### src/design/emif_ctl_pkg.sv
package emif_ctl_pkg;

	// register offsets (byte addresses)
	localparam logic [7:0] CTRL_OFFSET   = 8'h00;
	localparam logic [7:0] STATUS_OFFSET = 8'h04;

	// control field positions
	localparam int CTRL_DIV_LSB  = 0; // 2 bits: 0 div1, 1 div2, 2 div4
	localparam int CTRL_SREF_BIT = 2;
	localparam int CTRL_GPO_BIT  = 3;
	localparam int CTRL_SDRAM_BIT = 4;
	localparam logic [31:0] CTRL_RESET = 32'h0000_0000;

	// clock source codes from the straps
	localparam logic [1:0] SRC_EXT  = 2'h0;
	localparam logic [1:0] SRC_CPU4 = 2'h1;
	localparam logic [1:0] SRC_CPU6 = 2'h2;

	// memory types of the space being accessed
	typedef enum logic [1:0] {
		MEM_ASYNC = 2'b00,
		MEM_SDRAM = 2'b01,
		MEM_SYNC  = 2'b10
	} mem_type_t;

	// one access request from the interface engine
	typedef struct packed {
		logic      active;
		mem_type_t memType;
		logic      readSelect;
		logic      readStrobe;
		logic      outputStrobe;
		logic      writeStrobe;
	} access_t;

	// the three shared strobe pins, active low; their enable is strobeOe, not part of this type
	typedef struct packed {
		logic readPin;
		logic outputPin;
		logic writePin;
	} strobe_pins_t;

	typedef enum logic [1:0] {
		ARB_OWN   = 2'b00,
		ARB_DRAIN = 2'b01,
		ARB_HELD  = 2'b10
	} arb_state_t;

endpackage

### src/design/clock_divider.sv
`timescale 1ns/10ps
// enable-pulse divider: pulse every 1, 2 or 4 enables of the source rate
module clock_divider (
	input  wire logic       clock,
	input  wire logic       resetn,
	input  wire logic       srcTick,
	input  wire logic [1:0] divCode,
	output logic            divTick
);
	logic [1:0] count_q;
	logic [1:0] limit;
	logic       wrap;

	// limit by code; code 3 treated as divide by four
	assign limit = (divCode == 2'h0) ? 2'h0 : ((divCode == 2'h1) ? 2'h1 : 2'h3);
	assign wrap  = srcTick && (count_q >= limit);

	// count source ticks
	always_ff @(posedge clock or negedge resetn) begin
		if (!resetn) begin
			count_q <= 2'h0;
		end else if (wrap) begin
			count_q <= 2'h0;
		end else if (srcTick) begin
			count_q <= count_q + 2'h1;
		end
	end

	assign divTick = wrap;
endmodule

### src/design/ext_mem_if_clock_strobe_arb.sv
// Local design decisions: the APB register port and the register offsets.
`timescale 1ns/10ps
module ext_mem_if_clock_strobe_arb (
	input  wire logic                       clock,
	input  wire logic                       resetn,
	// apb slave
	input  wire logic                       psel,
	input  wire logic                       penable,
	input  wire logic                       pwrite,
	input  wire logic [7:0]                 paddr,
	input  wire logic [31:0]                pwdata,
	output logic      [31:0]                prdata,
	output logic                            pready,
	output logic                            pslverr,
	// clocking
	input  wire logic [1:0]                 clockSelectStraps,
	input  wire logic                       extInputClock,
	input  wire logic                       cpuDiv4Tick,
	input  wire logic                       cpuDiv6Tick,
	output logic                            fullRateOutputClock,
	output logic                            dividedOutputClock,
	// access engine side
	input  wire emif_ctl_pkg::access_t      access,
	// arbitration
	input  wire logic                       holdReqIn,
	output logic                            holdAckOut,
	output logic                            busRequestOut,
	// pins
	output emif_ctl_pkg::strobe_pins_t      strobePins,
	output logic                            strobeOe,
	output logic                            sdramClockEnable,
	output logic                            sdramClockEnableOe
);
	////////////////////////////////////////////////////////////////////////////////
	// strap capture and source selection
	logic [1:0] clockSource_q;
	logic       strapTaken_q;
	logic       extPrev_q;
	logic       extTick;
	logic       srcTick;
	logic       divTick;

	// straps caught once, at the first edge after release
	always_ff @(posedge clock or negedge resetn) begin
		if (!resetn) begin
			clockSource_q <= emif_ctl_pkg::SRC_EXT;
			strapTaken_q  <= 1'b0;
		end else if (!strapTaken_q) begin
			strapTaken_q  <= 1'b1;
			clockSource_q <= (clockSelectStraps == emif_ctl_pkg::SRC_CPU4 ||
			                  clockSelectStraps == emif_ctl_pkg::SRC_CPU6) ?
			                 clockSelectStraps : emif_ctl_pkg::SRC_EXT;
		end
	end

	// external clock treated as synchronous input; both edges tick, so the
	// full rate output reproduces the input frequency rather than half of it
	always_ff @(posedge clock or negedge resetn) begin
		if (!resetn) begin
			extPrev_q <= 1'b0;
		end else begin
			extPrev_q <= extInputClock;
		end
	end
	assign extTick = extInputClock != extPrev_q;

	assign srcTick = (clockSource_q == emif_ctl_pkg::SRC_CPU4) ? cpuDiv4Tick :
	                 (clockSource_q == emif_ctl_pkg::SRC_CPU6) ? cpuDiv6Tick : extTick;

	////////////////////////////////////////////////////////////////////////////////
	// registers
	logic [31:0] ctrl_q;
	logic        apbAccess;
	logic        ctrlHit;
	logic        statusHit;
	logic [31:0] statusWord;
	logic [31:0] readMux;

	assign apbAccess = psel && penable;
	assign ctrlHit   = paddr == emif_ctl_pkg::CTRL_OFFSET;
	assign statusHit = paddr == emif_ctl_pkg::STATUS_OFFSET;

	// write on the access phase; ready answers in the same cycle
	always_ff @(posedge clock or negedge resetn) begin
		if (!resetn) begin
			ctrl_q <= emif_ctl_pkg::CTRL_RESET;
		end else if (apbAccess && pready && pwrite && ctrlHit) begin
			ctrl_q <= {27'h0, pwdata[4:0]};
		end
	end

	assign statusWord = {26'h0, clockSource_q, busRequestOut, holdAckOut,
	                     strapTaken_q, sdramClockEnable};
	assign readMux    = ctrlHit ? ctrl_q : (statusHit ? statusWord : 32'h0);

	// registered answer so outputs come from flip-flops; no wait state
	logic readyPend_q;
	always_ff @(posedge clock or negedge resetn) begin
		if (!resetn) begin
			readyPend_q <= 1'b0;
			prdata      <= 32'h0;
			pslverr     <= 1'b0;
		end else begin
			readyPend_q <= psel && !penable;
			prdata      <= readMux;
			pslverr     <= psel && !penable && !ctrlHit && !statusHit;
		end
	end
	assign pready = readyPend_q;

	////////////////////////////////////////////////////////////////////////////////
	// output clocks: a source tick marks each input clock edge, one toggle per tick
	clock_divider u_div (
		.clock   (clock),
		.resetn  (resetn),
		.srcTick (srcTick),
		.divCode (ctrl_q[emif_ctl_pkg::CTRL_DIV_LSB +: 2]),
		.divTick (divTick)
	);

	// the full clock follows every source tick, the second every divided tick
	always_ff @(posedge clock or negedge resetn) begin
		if (!resetn) begin
			fullRateOutputClock <= 1'b0;
			dividedOutputClock  <= 1'b0;
		end else begin
			if (srcTick) begin
				fullRateOutputClock <= !fullRateOutputClock;
			end
			if (divTick) begin
				dividedOutputClock <= !dividedOutputClock;
			end
		end
	end

	////////////////////////////////////////////////////////////////////////////////
	// hold arbitration
	emif_ctl_pkg::arb_state_t arb_q;
	emif_ctl_pkg::arb_state_t arb_d;

	// drain waits for the running access; release only after request drops
	always_comb begin
		arb_d = arb_q;
		case (arb_q)
			emif_ctl_pkg::ARB_OWN: begin
				if (holdReqIn) begin
					arb_d = access.active ? emif_ctl_pkg::ARB_DRAIN : emif_ctl_pkg::ARB_HELD;
				end
			end
			emif_ctl_pkg::ARB_DRAIN: begin
				if (!holdReqIn) begin
					arb_d = emif_ctl_pkg::ARB_OWN; // withdrawn before grant
				end else if (!access.active) begin
					arb_d = emif_ctl_pkg::ARB_HELD;
				end
			end
			emif_ctl_pkg::ARB_HELD: begin
				if (!holdReqIn) begin
					arb_d = emif_ctl_pkg::ARB_OWN;
				end
			end
			default: begin
				arb_d = emif_ctl_pkg::ARB_OWN;
			end
		endcase
	end

	always_ff @(posedge clock or negedge resetn) begin
		if (!resetn) begin
			arb_q         <= emif_ctl_pkg::ARB_OWN;
			holdAckOut    <= 1'b0;
			busRequestOut <= 1'b0;
		end else begin
			arb_q         <= arb_d;
			holdAckOut    <= arb_d == emif_ctl_pkg::ARB_HELD;
			busRequestOut <= access.active;
		end
	end

	////////////////////////////////////////////////////////////////////////////////
	// shared strobe pins, active low
	logic   readLevel;
	logic   outputLevel;
	logic   writeLevel;
	logic   driving;

	// every memory type uses the same three pins; meaning follows the type
	assign readLevel   = (access.memType == emif_ctl_pkg::MEM_SYNC) ?
	                     (access.readSelect ? access.readStrobe : access.active) :
	                     access.readStrobe;
	assign outputLevel = access.outputStrobe;
	assign writeLevel  = access.writeStrobe;
	assign driving     = arb_d == emif_ctl_pkg::ARB_OWN || arb_d == emif_ctl_pkg::ARB_DRAIN;

	always_ff @(posedge clock or negedge resetn) begin
		if (!resetn) begin
			strobePins <= '1;
			strobeOe   <= 1'b1;
		end else begin
			strobeOe   <= driving;
			strobePins <= access.active ? {!readLevel, !outputLevel, !writeLevel} : 3'h7;
		end
	end

	////////////////////////////////////////////////////////////////////////////////
	// sdram clock enable, or general output when no sdram
	logic cke;
	assign cke = ctrl_q[emif_ctl_pkg::CTRL_SDRAM_BIT] ?
	             !ctrl_q[emif_ctl_pkg::CTRL_SREF_BIT] :
	             ctrl_q[emif_ctl_pkg::CTRL_GPO_BIT];

	always_ff @(posedge clock or negedge resetn) begin
		if (!resetn) begin
			sdramClockEnable   <= 1'b1;
			sdramClockEnableOe <= 1'b1;
		end else begin
			sdramClockEnable   <= cke;
			sdramClockEnableOe <= driving;
		end
	end

	////////////////////////////////////////////////////////////////////////////////
	// checks: arbitration
	a_ack_after_drain: assert property (@(posedge clock) disable iff (!resetn)
		(holdReqIn && !access.active && !holdAckOut) |-> ##[1:2] holdAckOut)
		else $error("hold not acknowledged");
	a_no_ack_idle: assert property (@(posedge clock) disable iff (!resetn)
		(!holdReqIn && !holdAckOut) |=> !holdAckOut)
		else $error("hold granted without request");
	a_no_ack_busy: assert property (@(posedge clock) disable iff (!resetn)
		$rose(holdAckOut) |-> !$past(access.active))
		else $error("hold granted during access");
	a_float_while_held: assert property (@(posedge clock) disable iff (!resetn)
		holdAckOut |-> !strobeOe)
		else $error("bus driven while held");
	a_ack_steady: assert property (@(posedge clock) disable iff (!resetn)
		(holdAckOut && holdReqIn) |=> holdAckOut)
		else $error("hold dropped early");
	a_release_hold: assert property (@(posedge clock) disable iff (!resetn)
		(holdAckOut && !holdReqIn) |=> !holdAckOut)
		else $error("hold not released");
	a_drive_resume: assert property (@(posedge clock) disable iff (!resetn)
		$fell(holdAckOut) |-> strobeOe)
		else $error("bus not driven after hold");
	a_bus_request: assert property (@(posedge clock) disable iff (!resetn)
		access.active |=> busRequestOut)
		else $error("bus request missing");
	a_bus_request_idle: assert property (@(posedge clock) disable iff (!resetn)
		!access.active |=> !busRequestOut)
		else $error("bus request while idle");

	// checks: clock source and output clocks
	a_strap_cpu4: assert property (@(posedge clock) disable iff (!resetn)
		(!strapTaken_q && clockSelectStraps == emif_ctl_pkg::SRC_CPU4)
		|=> clockSource_q == emif_ctl_pkg::SRC_CPU4)
		else $error("cpu4 strap not taken");
	a_strap_cpu6: assert property (@(posedge clock) disable iff (!resetn)
		(!strapTaken_q && clockSelectStraps == emif_ctl_pkg::SRC_CPU6)
		|=> clockSource_q == emif_ctl_pkg::SRC_CPU6)
		else $error("cpu6 strap not taken");
	a_strap_default: assert property (@(posedge clock) disable iff (!resetn)
		(!strapTaken_q && clockSelectStraps != emif_ctl_pkg::SRC_CPU4 &&
		 clockSelectStraps != emif_ctl_pkg::SRC_CPU6) |=> clockSource_q == emif_ctl_pkg::SRC_EXT)
		else $error("external clock not default");
	a_source_kept: assert property (@(posedge clock) disable iff (!resetn)
		strapTaken_q |=> $stable(clockSource_q))
		else $error("clock source changed after reset");
	a_full_clock: assert property (@(posedge clock) disable iff (!resetn)
		srcTick |=> fullRateOutputClock != $past(fullRateOutputClock))
		else $error("full clock missed tick");
	a_full_still: assert property (@(posedge clock) disable iff (!resetn)
		!srcTick |=> $stable(fullRateOutputClock))
		else $error("full clock moved without tick");
	a_div_one: assert property (@(posedge clock) disable iff (!resetn)
		(ctrl_q[emif_ctl_pkg::CTRL_DIV_LSB +: 2] == 2'h0 && srcTick)
		|=> dividedOutputClock != $past(dividedOutputClock))
		else $error("divide by one wrong");
	a_div_subset: assert property (@(posedge clock) disable iff (!resetn)
		divTick |-> srcTick)
		else $error("divided tick without source tick");
	a_div_still: assert property (@(posedge clock) disable iff (!resetn)
		!divTick |=> $stable(dividedOutputClock))
		else $error("divided clock moved without tick");

	// checks: shared strobe pins
	a_async_read: assert property (@(posedge clock) disable iff (!resetn)
		(access.active && access.memType == emif_ctl_pkg::MEM_ASYNC)
		|=> strobePins.readPin == !$past(access.readStrobe))
		else $error("async read strobe wrong");
	a_sdram_column: assert property (@(posedge clock) disable iff (!resetn)
		(access.active && access.memType == emif_ctl_pkg::MEM_SDRAM)
		|=> strobePins.readPin == !$past(access.readStrobe))
		else $error("column strobe wrong");
	a_sync_addr: assert property (@(posedge clock) disable iff (!resetn)
		(access.active && access.memType == emif_ctl_pkg::MEM_SYNC && !access.readSelect)
		|=> !strobePins.readPin)
		else $error("address strobe missing");
	a_sync_read: assert property (@(posedge clock) disable iff (!resetn)
		(access.active && access.memType == emif_ctl_pkg::MEM_SYNC && access.readSelect)
		|=> strobePins.readPin == !$past(access.readStrobe))
		else $error("sync read strobe wrong");
	a_output_pin: assert property (@(posedge clock) disable iff (!resetn)
		access.active |=> strobePins.outputPin == !$past(access.outputStrobe))
		else $error("output strobe wrong");
	a_write_pin: assert property (@(posedge clock) disable iff (!resetn)
		access.active |=> strobePins.writePin == !$past(access.writeStrobe))
		else $error("write strobe wrong");
	a_idle_pins: assert property (@(posedge clock) disable iff (!resetn)
		!access.active |=> strobePins == '1)
		else $error("strobe active while idle");

	// checks: clock enable pin
	a_self_refresh: assert property (@(posedge clock) disable iff (!resetn)
		(ctrl_q[emif_ctl_pkg::CTRL_SDRAM_BIT] && ctrl_q[emif_ctl_pkg::CTRL_SREF_BIT])
		|=> !sdramClockEnable)
		else $error("cke high in self refresh");
	a_cke_awake: assert property (@(posedge clock) disable iff (!resetn)
		(ctrl_q[emif_ctl_pkg::CTRL_SDRAM_BIT] && !ctrl_q[emif_ctl_pkg::CTRL_SREF_BIT])
		|=> sdramClockEnable)
		else $error("cke low outside self refresh");
	a_gpo_follow: assert property (@(posedge clock) disable iff (!resetn)
		!ctrl_q[emif_ctl_pkg::CTRL_SDRAM_BIT]
		|=> sdramClockEnable == $past(ctrl_q[emif_ctl_pkg::CTRL_GPO_BIT]))
		else $error("gpo mismatch");
endmodule

### config.mk
export PLATFORM = sky130hd
export DESIGN_NAME = ext_mem_if_clock_strobe_arb
export DESIGN_NICKNAME = d
export VERILOG_FILES = /design/src/design/emif_ctl_pkg.sv /design/src/design/clock_divider.sv /design/src/design/ext_mem_if_clock_strobe_arb.sv
export SDC_FILE = /design/constraint.sdc
export NUM_CORES = 1
export LEC_CHECK = 0
export CORE_MARGIN = 3
export CORE_UTILIZATION = 25
export CTS_BUF_LIST = sky130_fd_sc_hd__clkbuf_4 sky130_fd_sc_hd__clkbuf_8 sky130_fd_sc_hd__clkbuf_16
export DETAILED_ROUTE_END_ITERATION = 7
export DONT_BUFFER_PORTS = 1
export GPL_ROUTABILITY_DRIVEN = 0
export GPL_TIMING_DRIVEN = 0
export HOLD_SLACK_MARGIN = 0.03
export PLACE_DENSITY = 0.43
export SYNTH_ARGS = -nofsm -noshare
export SYNTH_HDL_FRONTEND = slang
export SYNTH_SLANG_ARGS = --single-unit
### constraint.sdc
create_clock -name clock -period 3.8 [get_ports clock]
set_input_delay 0.19 -clock clock [delete_from_list [all_inputs] [get_ports clock]]
set_output_delay 0.19 -clock clock [all_outputs]
set_load 0.005 [all_outputs]
=== Word-level counts from Yosys, hierarchy flattened ===
Index checks and enable logic that the tools add are counted.

* Register bits: 30
* Latch bits: 0
* RAM bits: 0
* ROM bits: 0
* Output and inout bits: 44
* Word-level logic and storage cells: 75
* Memories: 0

* Add/subtract/negate cells: 1
* Multipliers: 0
* Divide/modulo/power cells: 0
* Magnitude comparators: 1
* Equality and inequality tests: 12
* Shift-type cells: 0
* Mux-type cells: 19
* Bitwise gates (word level): 0
* Reduce and logical (&&, ||, !) cells: 24

{| class="wikitable"
|+ Operators by type and width
! cell !! count
|-
| 2-bit 2-to-1 mux || 10
|-
| 6-bit 2-to-1 mux || 2
|-
| 2-bit by 1-bit equality test with 1-bit output, second input constant || 5
|-
| 2-bit equality test, second input constant || 5
|-
| 1-bit zero test || 9
|-
| 8-bit by 3-bit equality test with 1-bit output, second input constant || 1
|-
| 1-bit logical AND || 8
|-
| 8-bit zero test || 1
|-
| 2-bit zero test || 3
|-
| 2-bit case mux with 3 select lines || 1
|-
| 1-bit 2-to-1 mux || 5
|-
| 3-bit 2-to-1 mux || 1
|-
| 2-bit by 1-bit adder with 2-bit output, second input constant || 1
|-
| 2-bit greater-or-equal comparator || 1
|-
| 1-bit logical OR || 2
|-
| 2-bit nonzero test || 1
|-
| 1-bit != test || 1
|}

=== Logic depth before layout (Yosys ltp) ===
* Depth in word-level cells: 6
* Mapped depth: 6

=== By module ===
Synthesis repeated with hierarchy kept, for this count alone.

* Cell total of the unflattened synthesis: 133
* Area total of the unflattened synthesis: 1506.4 µm²

{| class="wikitable"
|+ Modules (own cells, without submodules)
! module !! times used !! cells an instance !! area an instance (µm²) !! sequential area each (µm²)
|-
| ext_mem_if_clock_strobe_arb || 1 || 118 || 1348.8 || 706.9
|-
| clock_divider || 1 || 15 || 157.7 || 50.0
|}

=== Worst setup path after synthesis ===
No wires, ideal clock.

* Kind: register -> register
* Start point: reg ctrl_q[1]
* End point: reg dividedOutputClock
* Library setup time: 0.080 ns
* Arrival: 1.493 ns
* Required time: 3.720 ns
* Slack: 2.227 ns
* Stages on the path, launching flop included: 7
* Path buffers: 0
* Period minus slack after synthesis: 1.573 ns
* Path through: dfrtp_1 > or2_2 > ha_1 > nand2b_1 > a21oi_1 > o21bai_1 > xnor2_1

* Longest elaborated chain between the ends: 5

{| class="wikitable"
|+ RTL lines
! element !! line !! text
|-
| start: declaration || ext_mem_if_clock_strobe_arb.sv:72 || <nowiki>logic [31:0] ctrl_q;</nowiki>
|-
| start signal: assignment || ext_mem_if_clock_strobe_arb.sv:86 || <nowiki>ctrl_q <= emif_ctl_pkg::CTRL_RESET;</nowiki>
|-
| start signal: assignment || ext_mem_if_clock_strobe_arb.sv:88 || <nowiki>ctrl_q <= {27'h0, pwdata[4:0]};</nowiki>
|-
| 2-bit by 1-bit equality test with 1-bit output || clock_divider.sv:15 || <nowiki>assign limit = (divCode == 2'h0) ? 2'h0 : ((divCode == 2'h1) ? 2'h1 : 2'h3);</nowiki>
|-
| 2-bit 2-to-1 mux || clock_divider.sv:15 ||
|-
| 2-bit 2-to-1 mux * || clock_divider.sv:15 ||
|-
| 2-bit greater-or-equal comparator * || clock_divider.sv:16 || <nowiki>assign wrap = srcTick && (count_q >= limit);</nowiki>
|-
| 1-bit logical AND * || clock_divider.sv:16 ||
|-
| end signal: assignment || ext_mem_if_clock_strobe_arb.sv:131 || <nowiki>dividedOutputClock <= !dividedOutputClock;</nowiki>
|-
| end: declaration || ext_mem_if_clock_strobe_arb.sv:21 || <nowiki>output logic dividedOutputClock,</nowiki>
|}

Every way passes the cells marked *; elsewhere a longest branch is shown, timed or not.
A chain may end at the register's enable or synchronous reset.

=== Final worst setup path ===
* Start point: reg ctrl_q[1]
* End point: reg u_div.count_q[0]

* Longest elaborated chain between the ends: 6

{| class="wikitable"
|+ RTL lines
! element !! line !! text
|-
| 2-bit by 1-bit equality test with 1-bit output || clock_divider.sv:15 ||
|-
| 2-bit 2-to-1 mux || clock_divider.sv:15 ||
|-
| 2-bit 2-to-1 mux * || clock_divider.sv:15 ||
|-
| 2-bit greater-or-equal comparator * || clock_divider.sv:16 ||
|-
| 1-bit logical AND * || clock_divider.sv:16 ||
|-
| 2-bit 2-to-1 mux / 2-bit nonzero test (equally long branches) || n/a ||
|-
| end signal: assignment || clock_divider.sv:25 || <nowiki>count_q <= count_q + 2'h1;</nowiki>
|-
| end: declaration || clock_divider.sv:10 || <nowiki>logic [1:0] count_q;</nowiki>
|}

Marks and branches as above.

==> summary.md <==
| Metric | Value |
|---|---|
| I/O Pins | `~100` |
| Final core utilization | `0.338` |
| Total GRT Usage | `0.0947` |
| Vias post-DR | `a little under 900` |
| Tot Pwr | `0.701 mW` |
| Initial Utilization | `0.268` |
| Syn Area/Cell | `11.5 µm²` |
| Worst vdd ir | `approximately 180 µV` |
| Register area share after synthesis | `0.529` |
| Fin crit share | `0.452` |
| Setup tns final | `0 ns` |
| Final setup margin | `about 2.1 ns` |
| CP cell instances | `or2_2 -> ha_1 -> nand2b_1 -> a21oi_1 -> o21ai_0 -> o21bai_1` |
| Max-cap violation count | `0` |
| Pwr dens | `slightly below 400 mW/mm²` |
| Slowest CP cell | `dfrtp_1` |
| Initial antenna violation count | `0` |
| Bufs on Longest Clock Path | `2` |
| Endpoints failing setup | `0` |
| RSZ-0062 raised after global routing | `false` |
| Hold crit path type | `input port to register` |
| Dpl cells | `roughly 220` |
| Post-DR vias/cell | `approximately 3.8` |
| Die Ht | `between 80 and 90 µm` |
| GRT overflow | `0` |
| Slew @ Worst Pin | `approximately 0.57 ns` |
| Clock-pin transition on the worst setup and hold timing paths | `around 0.060 ns` |
| Post-DP Area | `0.00161 mm²` |
| Yosys warning total | `0` |
| Resized Gates After CTS | `0` |
| Async set-reset flop share out of synthesis | `1.00` |
| Worst r2r src | `ctrl_q[1]` |
| DRC viols | `0` |
| Vias in the first global route | `960` |
| Root Driver | `clkbuf_8` |
| CTS Hold Buffers Added | `9` |
| Global-route wire length before repair | `roughly 4.6 mm` |
| CTS tree | `built` |
| Fillers | `roughly 550` |
| Worst EP required | `around 4 ns` |
| Worst EP arrival | `roughly 1.9 ns` |
| Worst-path fanout max | `4` |
| Final nets | `about 230` |
| Final hold violations | `0` |
| Critical path launch point type | `register` |
| Share of layout cells above drive strength 1 | `0.307` |
| Fmax | `roughly 0.58 GHz` |
| Result of the run | `finished clean` |
| Routed WL | `around 2.8 mm` |
| Fin area | `~0.0018 mm²` |
| Final Max Slew Viols | `0` |
| Multi-input gate area | `~540 µm²` |
| Setup Fix Bufs, Post-CTS | `0` |
| Layout area overhead | `26.0%` |
| FF+latch area | `757 µm²` |
| Leak | `0.894 nW` |
| Worst stage delay on the critical path | `0.40 ns` |
| ANT cells | `0` |
| PortBufs | `0` |
| Worst skew pair latency | `around 0.28 ns` |
| Max H-tree Level | `2` |
| Worst Setup SP | `ctrl_q[1]` |
| Seq cells post-synth | `30` |
| Most frequent cells in the layout | `buf_4, conb_1, dfrtp_1` |
| Chip width | `~82 µm` |
| Post-synth EDFFs | `0` |
| Iter 0 DRT Violations | `23` |
| Post-route insts no fill | `around 240` |
| Post-route ant nets | `0` |
| Total CTS buffers | `5` |
| Synth Cell Area | `0.00143 mm²` |
| Hpwl dp | `between 2 and 2.5 mm` |
| Mapped Cells | `between 100 and 150` |
| Count of TritonRoute iterations in the first routing pass | `4` |
| Fin Hold WS | `around 0.040 ns` |
| # clock sinks | `30` |
| Place WS | `roughly 2.1 ns` |
| Crit path time final | `approximately 1.7 ns` |
| Die area | `between 0.006 and 0.007 mm²` |
| Core area | `about 0.0053 mm²` |
| Rel. slew slack | `0.619` |
| Layout Skew | `between 0.006 and 0.007 ns` |
| Predominant post-synthesis flop cell | `dfrtp_1` |
| Drt wl/cell | `12.1 µm` |
| # rows | `26` |
| Critical path class | `register to register` |
| Largest net degree at the start of global routing | `31` |
| HP Start | `clockSelectStraps[1]` |
| Distinct cells, synth | `31` |
| CP endpoint kind | `register` |
[layer usage]
| metal | vias up | track usage | wire (µm) |
|---|---|---|---|
| met5 | - | 0 | 0 |
| met4 | 0 | 0.0399 | 43 |
| met3 | 5 | 0.0559 | 343 |
| met2 | 46 | 0.154 | 1440 |
| met1 | 411 | 0.0994 | 1020 |
| li1 | 433 | - | - |
[registers in the layout, summed over array words and instances (netlist names)]
signal / flops
holdAckOut: 1
ctrl_q: 5
dividedOutputClock: 1
sdramClockEnable: 1
arb_q: 2
u_div.count_q: 2
extPrev_q: 1
sdramClockEnableOe: 1
strobePins: 3
clockSource_q: 2
fullRateOutputClock: 1
pslverr: 1
busRequestOut: 1
pready: 1
prdata: 6
strapTaken_q: 1
[cell usage after synthesis, types with 2 or more instances]
cell       count  area share
mux2i_1        6       0.042
inv_1          4       0.010
conb_1         2      0.0052
o2bb2ai_1      2       0.012
a21oi_1        3       0.010
and2_1         2      0.0087
nor2_1         9       0.024
nor2b_1        2      0.0087
o21ai_0        4       0.014
o21bai_1       2       0.010
nand2b_1       3       0.013
buf_4         27        0.14
dfstp_2        5       0.092
ha_1           2       0.017
mux2_4         5       0.052
xnor2_1        3       0.018
nor3_1         2      0.0070
dfrtp_1       25        0.44
nand2_1        4       0.010
[worst paths after layout]
kind	to	slack [ns]	depth (start not counted)
worst max-delay path	u_div.count_q[0]	2.08	6
worst min-delay path	clockSource_q[1]	0.04	1
worst max register to register	u_div.count_q[0]	2.08	6
worst min register to register	sdramClockEnable	0.46	1
max in group asynchronous	strobePins[2]	3.20	2
min in group asynchronous	prdata[5]	0.35	2
[where the power goes]
part	internal [mW]	leakage (nW)	switching (mW)
Combinational	0.0459	0.462	0.0326
Sequential	0.343	0.383	0.0181
Clock	0.151	0.0498	0.110
[kinds of logic (layout without fill, tap and decap cells)]
logic type               after synthesis  in the layout  share of synthesized area
buffers and inverters                 33             50                      0.163
multiplexers                          11             11                     0.0944
AO/OA/AOI/OAI                         13             13                     0.0586
AND/OR/NAND/NOR                       30             30                      0.115
adder cells (fa/ha/maj)                2              2                     0.0175
flip-flops                            30             30                      0.529
XOR/XNOR                               3              3                     0.0184
other                                  2             27                    0.00525
[area by class of cell]
type / instances / area share
clock buffers: 8 / 0.0506
inverters: 4 / 0.00832
flip-flops and latches: 30 / 0.420
well taps: 70 / 0.0485
repair buffers: 9 / 0.0555
multi-input cells: 86 / 0.297
plain buffers: 29 / 0.121
[worst max-delay path: cells and delay by family (launching register included)]
kind,cells,cell delay (ns)
AOI/OAI and AO/OA,3,0.54
adders and majority gates,1,0.26
DFF,1,0.40
and+or+nand+nor,2,0.44
(Power assumes the default switching activity.)
